File: src/bk3_pkg.sv
// shared constants, types and helpers of the third buck converter control block
package bk3_pkg;

  // ------------------------------------------------------------
  // register offsets (byte addresses on the bus)
  // ------------------------------------------------------------
  localparam logic [7:0] BK3_OFS_STATUS = 8'h00;
  localparam logic [7:0] BK3_OFS_MILLIVOLT = 8'h04;
  localparam logic [7:0] BK3_OFS_BUCK3_CONTROL = 8'h18;
  localparam logic [7:0] BK3_OFS_UNMAPPED = 8'hff;

  // ------------------------------------------------------------
  // buck3_control field layout and reset values
  // ------------------------------------------------------------
  localparam int BK3_SKIP_BIT = 7;
  localparam int BK3_RSVD_BIT = 6;
  localparam int BK3_CODE_LSB = 0;
  localparam int BK3_CODE_W = 6;
  localparam logic [7:0] BK3_CONTROL_RESET = 8'hbd;
  localparam logic BK3_SKIP_RESET = 1'h1;
  localparam logic [5:0] BK3_CODE_RESET = 6'h3d;

  // ------------------------------------------------------------
  // status register field layout
  // ------------------------------------------------------------
  localparam int BK3_ST_BLANK_BIT = 0;
  localparam int BK3_ST_UNLOCK_BIT = 1;
  localparam int BK3_ST_REJECT_BIT = 2;
  localparam int BK3_ST_OV_RAW_BIT = 3;
  localparam int BK3_ST_UV_RAW_BIT = 4;
  localparam int BK3_ST_OV_QUAL_BIT = 5;
  localparam int BK3_ST_UV_QUAL_BIT = 6;
  localparam int BK3_ST_WRCNT_LSB = 8;
  localparam int BK3_ST_BADCNT_LSB = 16;

  // ------------------------------------------------------------
  // timing
  // ------------------------------------------------------------
  localparam int unsigned BK3_CLK_HZ = 40_000_000;
  localparam int unsigned BK3_BLANK_MS = 5;
  localparam int unsigned BK3_BLANK_CYCLES = BK3_BLANK_MS * (BK3_CLK_HZ / 1000);

  // ------------------------------------------------------------
  // voltage code to millivolt mapping
  // ------------------------------------------------------------
  localparam logic [11:0] BK3_FINE_BASE_MV = 12'h384;
  localparam logic [11:0] BK3_FINE_STEP_MV = 12'h019;
  localparam logic [5:0] BK3_FINE_LAST_CODE = 6'h1a;
  localparam logic [11:0] BK3_COARSE_BASE_MV = 12'h640;
  localparam logic [11:0] BK3_COARSE_STEP_MV = 12'h032;
  localparam logic [5:0] BK3_COARSE_FIRST_CODE = 6'h1b;

  // ------------------------------------------------------------
  // bus encodings
  // ------------------------------------------------------------
  localparam logic [2:0] BK3_HSIZE_BYTE = 3'h0;
  localparam logic [2:0] BK3_HSIZE_HALF = 3'h1;
  localparam logic BK3_HRESP_OKAY = 1'h0;

  typedef enum logic {BK3_ST_STRAP, BK3_ST_RUN} bk3_phase_e;

  // converter target in millivolts for a voltage code
  function automatic logic [11:0] bk3_code_to_mv(input logic [5:0] code);
    logic [11:0] mv;
    if (code <= BK3_FINE_LAST_CODE) begin
      mv = BK3_FINE_BASE_MV + 12'(code) * BK3_FINE_STEP_MV;
    end else begin
      mv = BK3_COARSE_BASE_MV + 12'(code - BK3_COARSE_FIRST_CODE) * BK3_COARSE_STEP_MV;
    end
    return mv;
  endfunction

  // true when a transfer of this size and address touches byte lane 0
  function automatic logic bk3_lane0_hit(input logic [2:0] size, input logic [1:0] low);
    logic hit;
    case (size)
      BK3_HSIZE_BYTE: hit = (low == 2'h0);
      BK3_HSIZE_HALF: hit = (low[1] == 1'h0);
      default: hit = 1'h1;
    endcase
    return hit;
  endfunction

endpackage

File: src/bk3_control.sv
// third buck converter control register with its bus slave and monitor blanking
`timescale 1ns/1ps
`default_nettype none

// Overview of operation
// - The control register sits at offset 0x18, resets to 0xbd and reads bit 6 as zero.
// - A control write takes effect only while the unlock input is high; software unlocks first.
// - Every accepted control write hides over- and under-voltage results for 5 ms.
// - Bit 7 enables light-load pulse skipping, resets to one, and zero forces fixed frequency.
// - Bits 5 to 0 pick the voltage: 0.900 V in 25 mV steps to 1.550 V, then 50 mV steps to 3.400 V.
// - The code comes up as 0x3d (3.300 V) unless the resistor select strap picks another code.
module bk3_control #(
  parameter int unsigned BLANK_CYCLES = bk3_pkg::BK3_BLANK_CYCLES
) (
  input wire logic clk,
  input wire logic arst_n,
  input wire logic clkEn,
  // bus slave
  input wire logic hsel,
  input wire logic [31:0] haddr,
  input wire logic [1:0] htrans,
  input wire logic hwrite,
  input wire logic [2:0] hsize,
  input wire logic [31:0] hwdata,
  input wire logic hready,
  output logic hreadyout,
  output logic hresp,
  output logic [31:0] hrdata,
  // password unlock and strap
  input wire logic writeUnlock,
  input wire logic resistorDefaultSelect,
  input wire logic [5:0] resistorDefaultCode,
  // supervisor comparators
  input wire logic overVoltageRaw,
  input wire logic underVoltageRaw,
  // converter controls
  output logic lightLoadSkipEnable,
  output logic [5:0] buck3VoltageCode,
  output logic [11:0] buck3Millivolt,
  output logic monitorBlanking,
  output logic overVoltageFault,
  output logic underVoltageFault
);
  import bk3_pkg::*;

  // ------------------------------------------------------------
  // state
  // ------------------------------------------------------------
  typedef struct packed {
    bk3_phase_e phase;
    logic dataPhase;
    logic dataWrite;
    logic [7:0] dataAddr;
    logic dataLane0;
    logic skip;
    logic [5:0] code;
    logic rejected;
    logic [7:0] writeCount;
    logic [7:0] badCount;
    logic ovQual;
    logic uvQual;
    logic [31:0] rdata;
  } bk3_control_s;

  localparam bk3_control_s STATE_RESET = '{
    phase: BK3_ST_STRAP,
    dataPhase: 1'h0,
    dataWrite: 1'h0,
    dataAddr: 8'h00,
    dataLane0: 1'h0,
    skip: BK3_CONTROL_RESET[BK3_SKIP_BIT],
    code: BK3_CONTROL_RESET[BK3_CODE_LSB +: BK3_CODE_W],
    rejected: 1'h0,
    writeCount: 8'h00,
    badCount: 8'h00,
    ovQual: 1'h0,
    uvQual: 1'h0,
    rdata: 32'h00000000
  };

  bk3_control_s state;
  bk3_control_s next_state;

  // ------------------------------------------------------------
  // local signals
  // ------------------------------------------------------------

  // bus decode results
  logic addrTaken;
  logic [7:0] addrOffset;
  logic dataLaneWrite;
  logic controlWrite;
  logic controlAccept;
  logic controlReject;
  logic statusClear;
  // blanking, monitor gate and readback
  logic blankActive;
  logic monitorOpen;
  logic [11:0] millivolt;

  // ------------------------------------------------------------
  // helpers
  // ------------------------------------------------------------

  // true for the offsets that hold a register
  function automatic logic is_mapped(input logic [7:0] ofs);
    logic hit;
    case (ofs)
      BK3_OFS_STATUS: hit = 1'h1;
      BK3_OFS_MILLIVOLT: hit = 1'h1;
      BK3_OFS_BUCK3_CONTROL: hit = 1'h1;
      default: hit = 1'h0;
    endcase
    return hit;
  endfunction

  // control register image, reserved bit always low
  function automatic logic [31:0] control_word(input logic skip, input logic [5:0] code);
    logic [31:0] word;
    word = 32'h00000000;
    word[BK3_SKIP_BIT] = skip;
    word[BK3_RSVD_BIT] = 1'h0;
    word[BK3_CODE_LSB +: BK3_CODE_W] = code;
    return word;
  endfunction

  // status register image from its live sources
  function automatic logic [31:0] status_word(input logic blank, input logic unlock,
      input logic rejected, input logic [1:0] raw, input logic [1:0] qual,
      input logic [7:0] writes, input logic [7:0] bad);
    logic [31:0] word;
    word = 32'h00000000;
    word[BK3_ST_BLANK_BIT] = blank;
    word[BK3_ST_UNLOCK_BIT] = unlock;
    word[BK3_ST_REJECT_BIT] = rejected;
    word[BK3_ST_OV_RAW_BIT] = raw[1];
    word[BK3_ST_UV_RAW_BIT] = raw[0];
    word[BK3_ST_OV_QUAL_BIT] = qual[1];
    word[BK3_ST_UV_QUAL_BIT] = qual[0];
    word[BK3_ST_WRCNT_LSB +: 8] = writes;
    word[BK3_ST_BADCNT_LSB +: 8] = bad;
    return word;
  endfunction

  // millivolt register image
  function automatic logic [31:0] millivolt_word(input logic [11:0] mv);
    logic [31:0] word;
    word = 32'h00000000;
    word[11:0] = mv;
    return word;
  endfunction

  // ------------------------------------------------------------
  // sub blocks
  // ------------------------------------------------------------

  // blanking window after accepted writes
  bk3_blank_timer #(
    .CYCLES(BLANK_CYCLES)
  ) blankTimer (
    .clk(clk),
    .arst_n(arst_n),
    .clkEn(clkEn),
    .start(controlAccept),
    .active(blankActive)
  );

  // millivolt readback of the live code
  bk3_code_decode codeDecode (
    .clk(clk),
    .arst_n(arst_n),
    .clkEn(clkEn),
    .code(state.code),
    .millivolt(millivolt)
  );

  // ------------------------------------------------------------
  // bus decode
  // ------------------------------------------------------------

  // address phase accepted only in run phase with clock enabled
  assign hreadyout = clkEn && (state.phase == BK3_ST_RUN);
  assign hresp = BK3_HRESP_OKAY;
  assign addrTaken = hsel && htrans[1] && hready;
  // upper address bits must be clear to hit a register
  assign addrOffset = (haddr[31:8] == 24'h000000) ? haddr[7:0] : BK3_OFS_UNMAPPED;

  // data-phase write strobes
  assign dataLaneWrite = state.dataPhase && state.dataWrite && state.dataLane0;
  assign controlWrite = dataLaneWrite && (state.dataAddr == BK3_OFS_BUCK3_CONTROL);
  assign controlAccept = controlWrite && writeUnlock;
  assign controlReject = controlWrite && !writeUnlock;
  assign statusClear = dataLaneWrite && (state.dataAddr == BK3_OFS_STATUS) &&
                       hwdata[BK3_ST_REJECT_BIT];

  // monitor results pass only outside the blanking window
  assign monitorOpen = !blankActive && !controlAccept;

  // ------------------------------------------------------------
  // next state
  // ------------------------------------------------------------
  always_comb begin
    next_state = state;

    // strap capture on the first enabled cycle after reset
    case (state.phase)
      BK3_ST_STRAP: begin
        next_state.phase = BK3_ST_RUN;
        if (resistorDefaultSelect) begin
          next_state.code = resistorDefaultCode;
        end else begin
          next_state.code = BK3_CODE_RESET;
        end
      end
      BK3_ST_RUN: begin
        next_state.phase = BK3_ST_RUN;
      end
      default: begin
        next_state.phase = BK3_ST_STRAP;
      end
    endcase

    // control write, reserved bit dropped
    if (controlAccept) begin
      next_state.skip = hwdata[BK3_SKIP_BIT];
      next_state.code = hwdata[BK3_CODE_LSB +: BK3_CODE_W];
      next_state.writeCount = state.writeCount + 8'h01;
    end

    // rejected-write flag, a new rejection beats the clear
    if (controlReject) begin
      next_state.rejected = 1'h1;
    end else if (statusClear) begin
      next_state.rejected = 1'h0;
    end

    // count accesses that hit no register
    if (state.dataPhase && !is_mapped(state.dataAddr)) begin
      next_state.badCount = state.badCount + 8'h01;
    end

    // monitor results hidden while blanking runs
    next_state.ovQual = overVoltageRaw && monitorOpen;
    next_state.uvQual = underVoltageRaw && monitorOpen;

    // data phase bookkeeping
    next_state.dataPhase = 1'h0;
    next_state.dataWrite = 1'h0;
    if (addrTaken && hreadyout) begin
      next_state.dataPhase = 1'h1;
      next_state.dataWrite = hwrite;
      next_state.dataAddr = addrOffset;
      next_state.dataLane0 = bk3_lane0_hit(hsize, haddr[1:0]);
    end

    // read data: control fields, rejected flag and counts as they stand after this edge, other fields as they stand now
    next_state.rdata = 32'h00000000;
    if (addrTaken && hreadyout && !hwrite) begin
      case (addrOffset)
        BK3_OFS_BUCK3_CONTROL: begin
          next_state.rdata = control_word(next_state.skip, next_state.code);
        end
        BK3_OFS_STATUS: begin
          next_state.rdata = status_word(blankActive, writeUnlock, next_state.rejected,
            {overVoltageRaw, underVoltageRaw}, {state.ovQual, state.uvQual},
            next_state.writeCount, next_state.badCount);
        end
        BK3_OFS_MILLIVOLT: begin
          next_state.rdata = millivolt_word(millivolt);
        end
        default: begin
          next_state.rdata = 32'h00000000;
        end
      endcase
    end
  end

  // ------------------------------------------------------------
  // state register
  // ------------------------------------------------------------

  // frozen while clock enable is low
  always_ff @(posedge clk or negedge arst_n) begin
    if (!arst_n) begin
      state <= STATE_RESET;
    end else if (clkEn) begin
      state <= next_state;
    end
  end

  // ------------------------------------------------------------
  // outputs
  // ------------------------------------------------------------
  assign hrdata = state.rdata;
  assign lightLoadSkipEnable = state.skip;
  assign buck3VoltageCode = state.code;
  assign buck3Millivolt = millivolt;
  assign monitorBlanking = blankActive;
  assign overVoltageFault = state.ovQual;
  assign underVoltageFault = state.uvQual;

endmodule // bk3_control

`default_nettype wire

File: src/bk3_blank_timer.sv
// monitor blanking timer started by each accepted control write
`timescale 1ns/1ps
`default_nettype none

module bk3_blank_timer #(
  parameter int unsigned CYCLES = bk3_pkg::BK3_BLANK_CYCLES
) (
  input wire logic clk,
  input wire logic arst_n,
  input wire logic clkEn,
  input wire logic start,
  output logic active
);
  import bk3_pkg::*;

  localparam int CW = $clog2(CYCLES + 1);

  typedef struct packed {
    logic [CW-1:0] count;
    logic active;
  } bk3_timer_s;

  bk3_timer_s state;
  bk3_timer_s next_state;

  // restart on every accepted control write, otherwise count down to zero
  always_comb begin
    next_state = state;
    if (start) begin
      next_state.count = CW'(CYCLES);
    end else if (state.count != '0) begin
      next_state.count = state.count - CW'(1);
    end
    next_state.active = (next_state.count != '0);
  end

  // state register, frozen while clock enable is low
  always_ff @(posedge clk or negedge arst_n) begin
    if (!arst_n) begin
      state <= '0;
    end else if (clkEn) begin
      state <= next_state;
    end
  end

  assign active = state.active;

endmodule // bk3_blank_timer

`default_nettype wire

File: src/bk3_code_decode.sv
// registered millivolt target of the buck voltage code
`timescale 1ns/1ps
`default_nettype none

module bk3_code_decode (
  input wire logic clk,
  input wire logic arst_n,
  input wire logic clkEn,
  input wire logic [5:0] code,
  output logic [11:0] millivolt
);
  import bk3_pkg::*;

  typedef struct packed {
    logic [11:0] mv;
  } bk3_decode_s;

  bk3_decode_s state;
  bk3_decode_s next_state;

  // two-slope mapping, fine steps low and coarse steps high
  always_comb begin
    next_state = state;
    next_state.mv = bk3_code_to_mv(code);
  end

  // state register, frozen while clock enable is low
  always_ff @(posedge clk or negedge arst_n) begin
    if (!arst_n) begin
      state <= '0;
    end else if (clkEn) begin
      state <= next_state;
    end
  end

  assign millivolt = state.mv;

endmodule // bk3_code_decode

`default_nettype wire

File: config.mk
export PLATFORM = sky130hd
export DESIGN_NAME = bk3_control
export DESIGN_NICKNAME = d
export VERILOG_FILES = /design/src/bk3_pkg.sv /design/src/bk3_control.sv /design/src/bk3_blank_timer.sv /design/src/bk3_code_decode.sv
export SDC_FILE = /design/constraint.sdc
export NUM_CORES = 1
export LEC_CHECK = 0
export ABC_CLOCK_PERIOD_IN_PS = 6700
export BUFFER_PORTS_ARGS = -buffer_cell sky130_fd_sc_hd__buf_2
export CAP_MARGIN = 10
export CORE_AREA = 2 2 91 129
export DETAILED_ROUTE_END_ITERATION = 10
export DIE_AREA = 0 0 93 131
export PLACE_DENSITY_LB_ADDON = 0.3
export SLEW_MARGIN = 10
export SYNTH_ARGS = -nofsm -noshare
export SYNTH_HDL_FRONTEND = slang
export SYNTH_SLANG_ARGS = --single-unit
File: constraint.sdc
create_clock -name clk -period 6.7 [get_ports clk]
set_clock_uncertainty 0.15 [all_clocks]
set_input_delay 1.675 -clock clk [delete_from_list [all_inputs] [get_ports clk]]
set_output_delay 1.675 -clock clk [all_outputs]
set_load 0.05 [all_outputs]
==> flow_metrics.env <==
export IMPL_status="complete, no violations"
export IMPL_r2r_start="buck3VoltageCode[2]"
export IMPL_power_w=0.002709
export IMPL_crit_slowest_cell="dfstp_2"
export IMPL_p_per_area_nw_per_um2=378.8
export IMPL_core_rowCount=46
export IMPL_vias=5384
export IMPL_synth_async_reset_ratio_pct=100.0
export IMPL_r2r_end="codeDecode.millivolt[11]"
export IMPL_start_util_pct=58.70
export IMPL_synth_ff_type="dfrtp_1"
export IMPL_min_period_ns=4.367
export IMPL_vdd_drop_max_uv=259.1
export IMPL_htreeDepth=3
export IMPL_place_gp_congestion=0.9589
export IMPL_rrSetupSlack_ns=2.33
export IMPL_num_antenna_cells=0
export IMPL_cts_clk_slew_worst_paths_ns=0.07
export IMPL_crit_path_max_incr_delay_ns=0.63
export IMPL_worstMarginPinSlew_ns=0.9595
export IMPL_drtPass1Iterations=7
export IMPL_grt_pass1_wl_mm=26.76
export IMPL_ant_nets=0
export IMPL_initialDrtViolationCount=325
export IMPL_startpoint="buck3VoltageCode[2]"
export IMPL_finalMaxSlewViolations=0
export IMPL_crit_top_cell="inv_1"
export IMPL_yosys_warnings=0
export IMPL_cts_buffers=9
export IMPL_cp_cell_sequence="inv_1 -> ha_1 -> a21o_1 -> a21oi_1 -> inv_1 -> fa_1 -> inv_1 -> ha_1 -> o21a_1 -> o31a_1 -> o21ai_0 -> nand2b_1 -> xnor2_1 -> xnor2_1 -> a311oi_1"
export IMPL_routed_wirelength_mm=16.18
export IMPL_wl_per_cell_um=17.58
export IMPL_postSynthAreaPerCell_sq_um=9.148
export IMPL_p_leak_nw=3.313
export IMPL_setup_viol=0
export IMPL_grt_pass1_vias=5568
export IMPL_grt_ovfl_total=0
export IMPL_cts_resized_gates=0
export IMPL_clock_path_buffers=2
export IMPL_ys_ff_latch=93
export IMPL_io_pins=141
export IMPL_worst_r2r_cell_count=15
export IMPL_cap_violations=0
export IMPL_worstSkewPairLatency_ns=0.34
export IMPL_worst_path_max_fanout=8
export IMPL_crit_path_end_kind="flip-flop"
export IMPL_clock_sinks=93
export IMPL_start_kind="flip-flop"
export IMPL_crit_type="flip-flop to flip-flop"
export IMPL_post_cts_buffers=0
export IMPL_syn_to_final_growth_pct=10.26
export IMPL_cpLargestDelayFamily="compound AO/OA/AOI/OAI gates"
export IMPL_grt_max_degree=76
export IMPL_cp_depth=15
export IMPL_layout_nets=916
export IMPL_antenna_found_initial=0
export IMPL_die_h_um=131
export IMPL_setup_tns_ns=0
export IMPL_fmax_mhz=229.0
export IMPL_fin_crit_sh_pct=65.18
export IMPL_syn_inst=709
export IMPL_crit_end="codeDecode.millivolt[11]"
export IMPL_cts_tree="yes"
export IMPL_cp_required_ns=6.79
export IMPL_dp_hpwl_mm=12.00
export IMPL_drive_gt1_share_pct=18.69
export IMPL_nFillCells=939
export IMPL_hp_class="flip-flop to flip-flop"
export IMPL_cts_hold_buf=0
export IMPL_yosysUniqueCellTypes=65
export IMPL_drc=0
export IMPL_grt_usage_pct=27.74
export IMPL_synth_edf_count=0
export IMPL_rsz0062_at_grt="false"
export IMPL_worst_path_buf_inv=3
export IMPL_core_sq_um=11050
export IMPL_io_buffers=105
export IMPL_synth_seq_area_share_pct=36.00
export IMPL_die_area_sq_um=12180
export IMPL_maxSlewHeadroom_pct=36.04
export IMPL_via_per_inst=5.852
export IMPL_crit_arrival_ns=4.45
export IMPL_ctsRootBufferMaster="clkbuf_16"
export IMPL_die_w_um=93
export IMPL_hold_violations=0
export IMPL_synth_area_sq_um=6486
==> final cells by class <==
| class | instances | area, sq um | area share, % |
|---|---|---|---|
| Clock inverter | 4 | 50.05 | 0.6998 |
| Multi-Input combinational cell | 515 | 3613 | 50.52 |
| Sequential cell | 93 | 2335 | 32.65 |
| Timing Repair Buffer | 111 | 573.1 | 8.013 |
| Inverter | 41 | 153.9 | 2.152 |
| Clock buffer | 12 | 246.5 | 3.446 |
| Tap cell | 144 | 180.2 | 2.519 |
==> cells by family (layout without fill, tap and decap cells) <==
kind of cell	after synthesis	after routing	share of synthesized area (%)
AOI/OAI and AO/OA	165	165	16.28
xor gates and xnor gates	53	53	7.157
adders and majority gates	60	60	12.62
buffers and inverters	109	168	8.854
DFF	93	93	36.00
muxes	22	22	3.530
other	1	9	0.05781
and+or+nand+nor	206	206	15.51
==> sequential cells by signal (all words and copies together), names as in the netlist <==
name,flops
blankTimer.active,1
blankTimer.state,18
buck3VoltageCode,6
codeDecode.millivolt,12
hrdata,24
lightLoadSkipEnable,1
overVoltageFault,1
state,29
underVoltageFault,1
==> cells in the final DEF, fill, tap and decap left out, types with 4 or more instances in the layout <==
master	count
inv_1	40
xnor2_1	34
clkbuf_16	9
o31ai_1	5
nand2_1	52
nand2b_1	4
a21oi_1	53
buf_2	104
nand4_1	8
mux2i_1	15
dfrtp_1	87
conb_1	9
o22ai_1	4
a31oi_1	4
and3_1	4
fa_1	9
nand3_1	15
nor2b_1	4
o21ai_0	38
nor4_1	12
nor2_1	64
dfstp_2	6
xor2_1	19
ha_1	51
o2bb2ai_1	25
a21o_1	8
nor3_1	16
buf_4	7
mux2_2	7
==> metrics by stage <==
| stage | std cells | hold WS, ns | worst slack, ns | util [%] | cell area, sq um |
|---|---|---|---|---|---|
| 5_1_grt | 920 | 0.3512 | 1.992 | 64.72 | 7152 |
| 3_3_place_gp | 904 | 0.3185 | 2.396 | 62.04 | 6855 |
| 3_5_place_dp | 904 | 0.3187 | 2.293 | 62.04 | 6855 |
| 4_1_cts | 920 | 0.3376 | 2.329 | 64.72 | 7152 |
| 2_1_floorplan | 717 | 0.3060 | 2.485 | - | 6516 |
| 6_report | 920 | 0.3320 | 2.333 | 64.72 | 7152 |
==> Yosys cell counts (all sizes together) (4+ instances only) <==
cell type	count	area (sq um)
ha	51	638.1
nand3	16	85.08
fa	9	180.2
a31oi	4	25.02
clkbuf	23	86.33
o21ai	39	195.2
inv	41	153.9
nand2	52	195.2
nor3	16	80.08
xnor2	34	297.8
or4	4	33.78
nor2	64	240.2
nor2b	4	25.02
dfrtp	87	2177
dfstp	6	157.7
xor2	19	166.4
a21oi	53	265.3
o22ai	4	25.02
a21o	8	60.06
o31ai	5	37.54
buf	45	334.1
and3	4	25.02
mux2i	15	150.1
nor4	13	81.33
o2bb2ai	25	219.0
nand4	8	50.05
mux2	7	78.83
nand2b	4	25.02
==> where the power goes <==
part / total [W] / internal (W) / leakage, nW / switching [W]
Clock: 0.000514 / 0.000299 / 0.139 / 0.000215
Combinational: 0.00140 / 0.000573 / 2.03 / 0.000827
Sequential: 0.000796 / 0.000665 / 1.15 / 0.000131
Total: 0.00271 / 0.00154 / 3.31 / 0.00117
==> worst min-delay path by stage <==
| stage | startpoint | endpoint | slack [ns] | cells past startpoint |
|---|---|---|---|---|
| after floorplan | hrdata[0] | hrdata[0] | 0.31 | 1 |
| after global routing | hrdata[12] | hrdata[12] | 0.35 | 1 |
| after detailed placement | hrdata[12] | hrdata[12] | 0.32 | 1 |
| after global placement | hrdata[19] | hrdata[19] | 0.32 | 1 |
| after CTS | hrdata[8] | hrdata[8] | 0.34 | 1 |
| final | hrdata[16] | hrdata[16] | 0.33 | 1 |
==> per-layer routing <==
layer	up-vias	part of all wire, %	GRT usage (%)
met4	0	3.6	13.58
met3	50	3.9	3.899
met5	-	0	0
met2	148	53	49.49
li1	2579	-	-
met1	2607	40	32.79
Power figures use the tool's default switching activity.
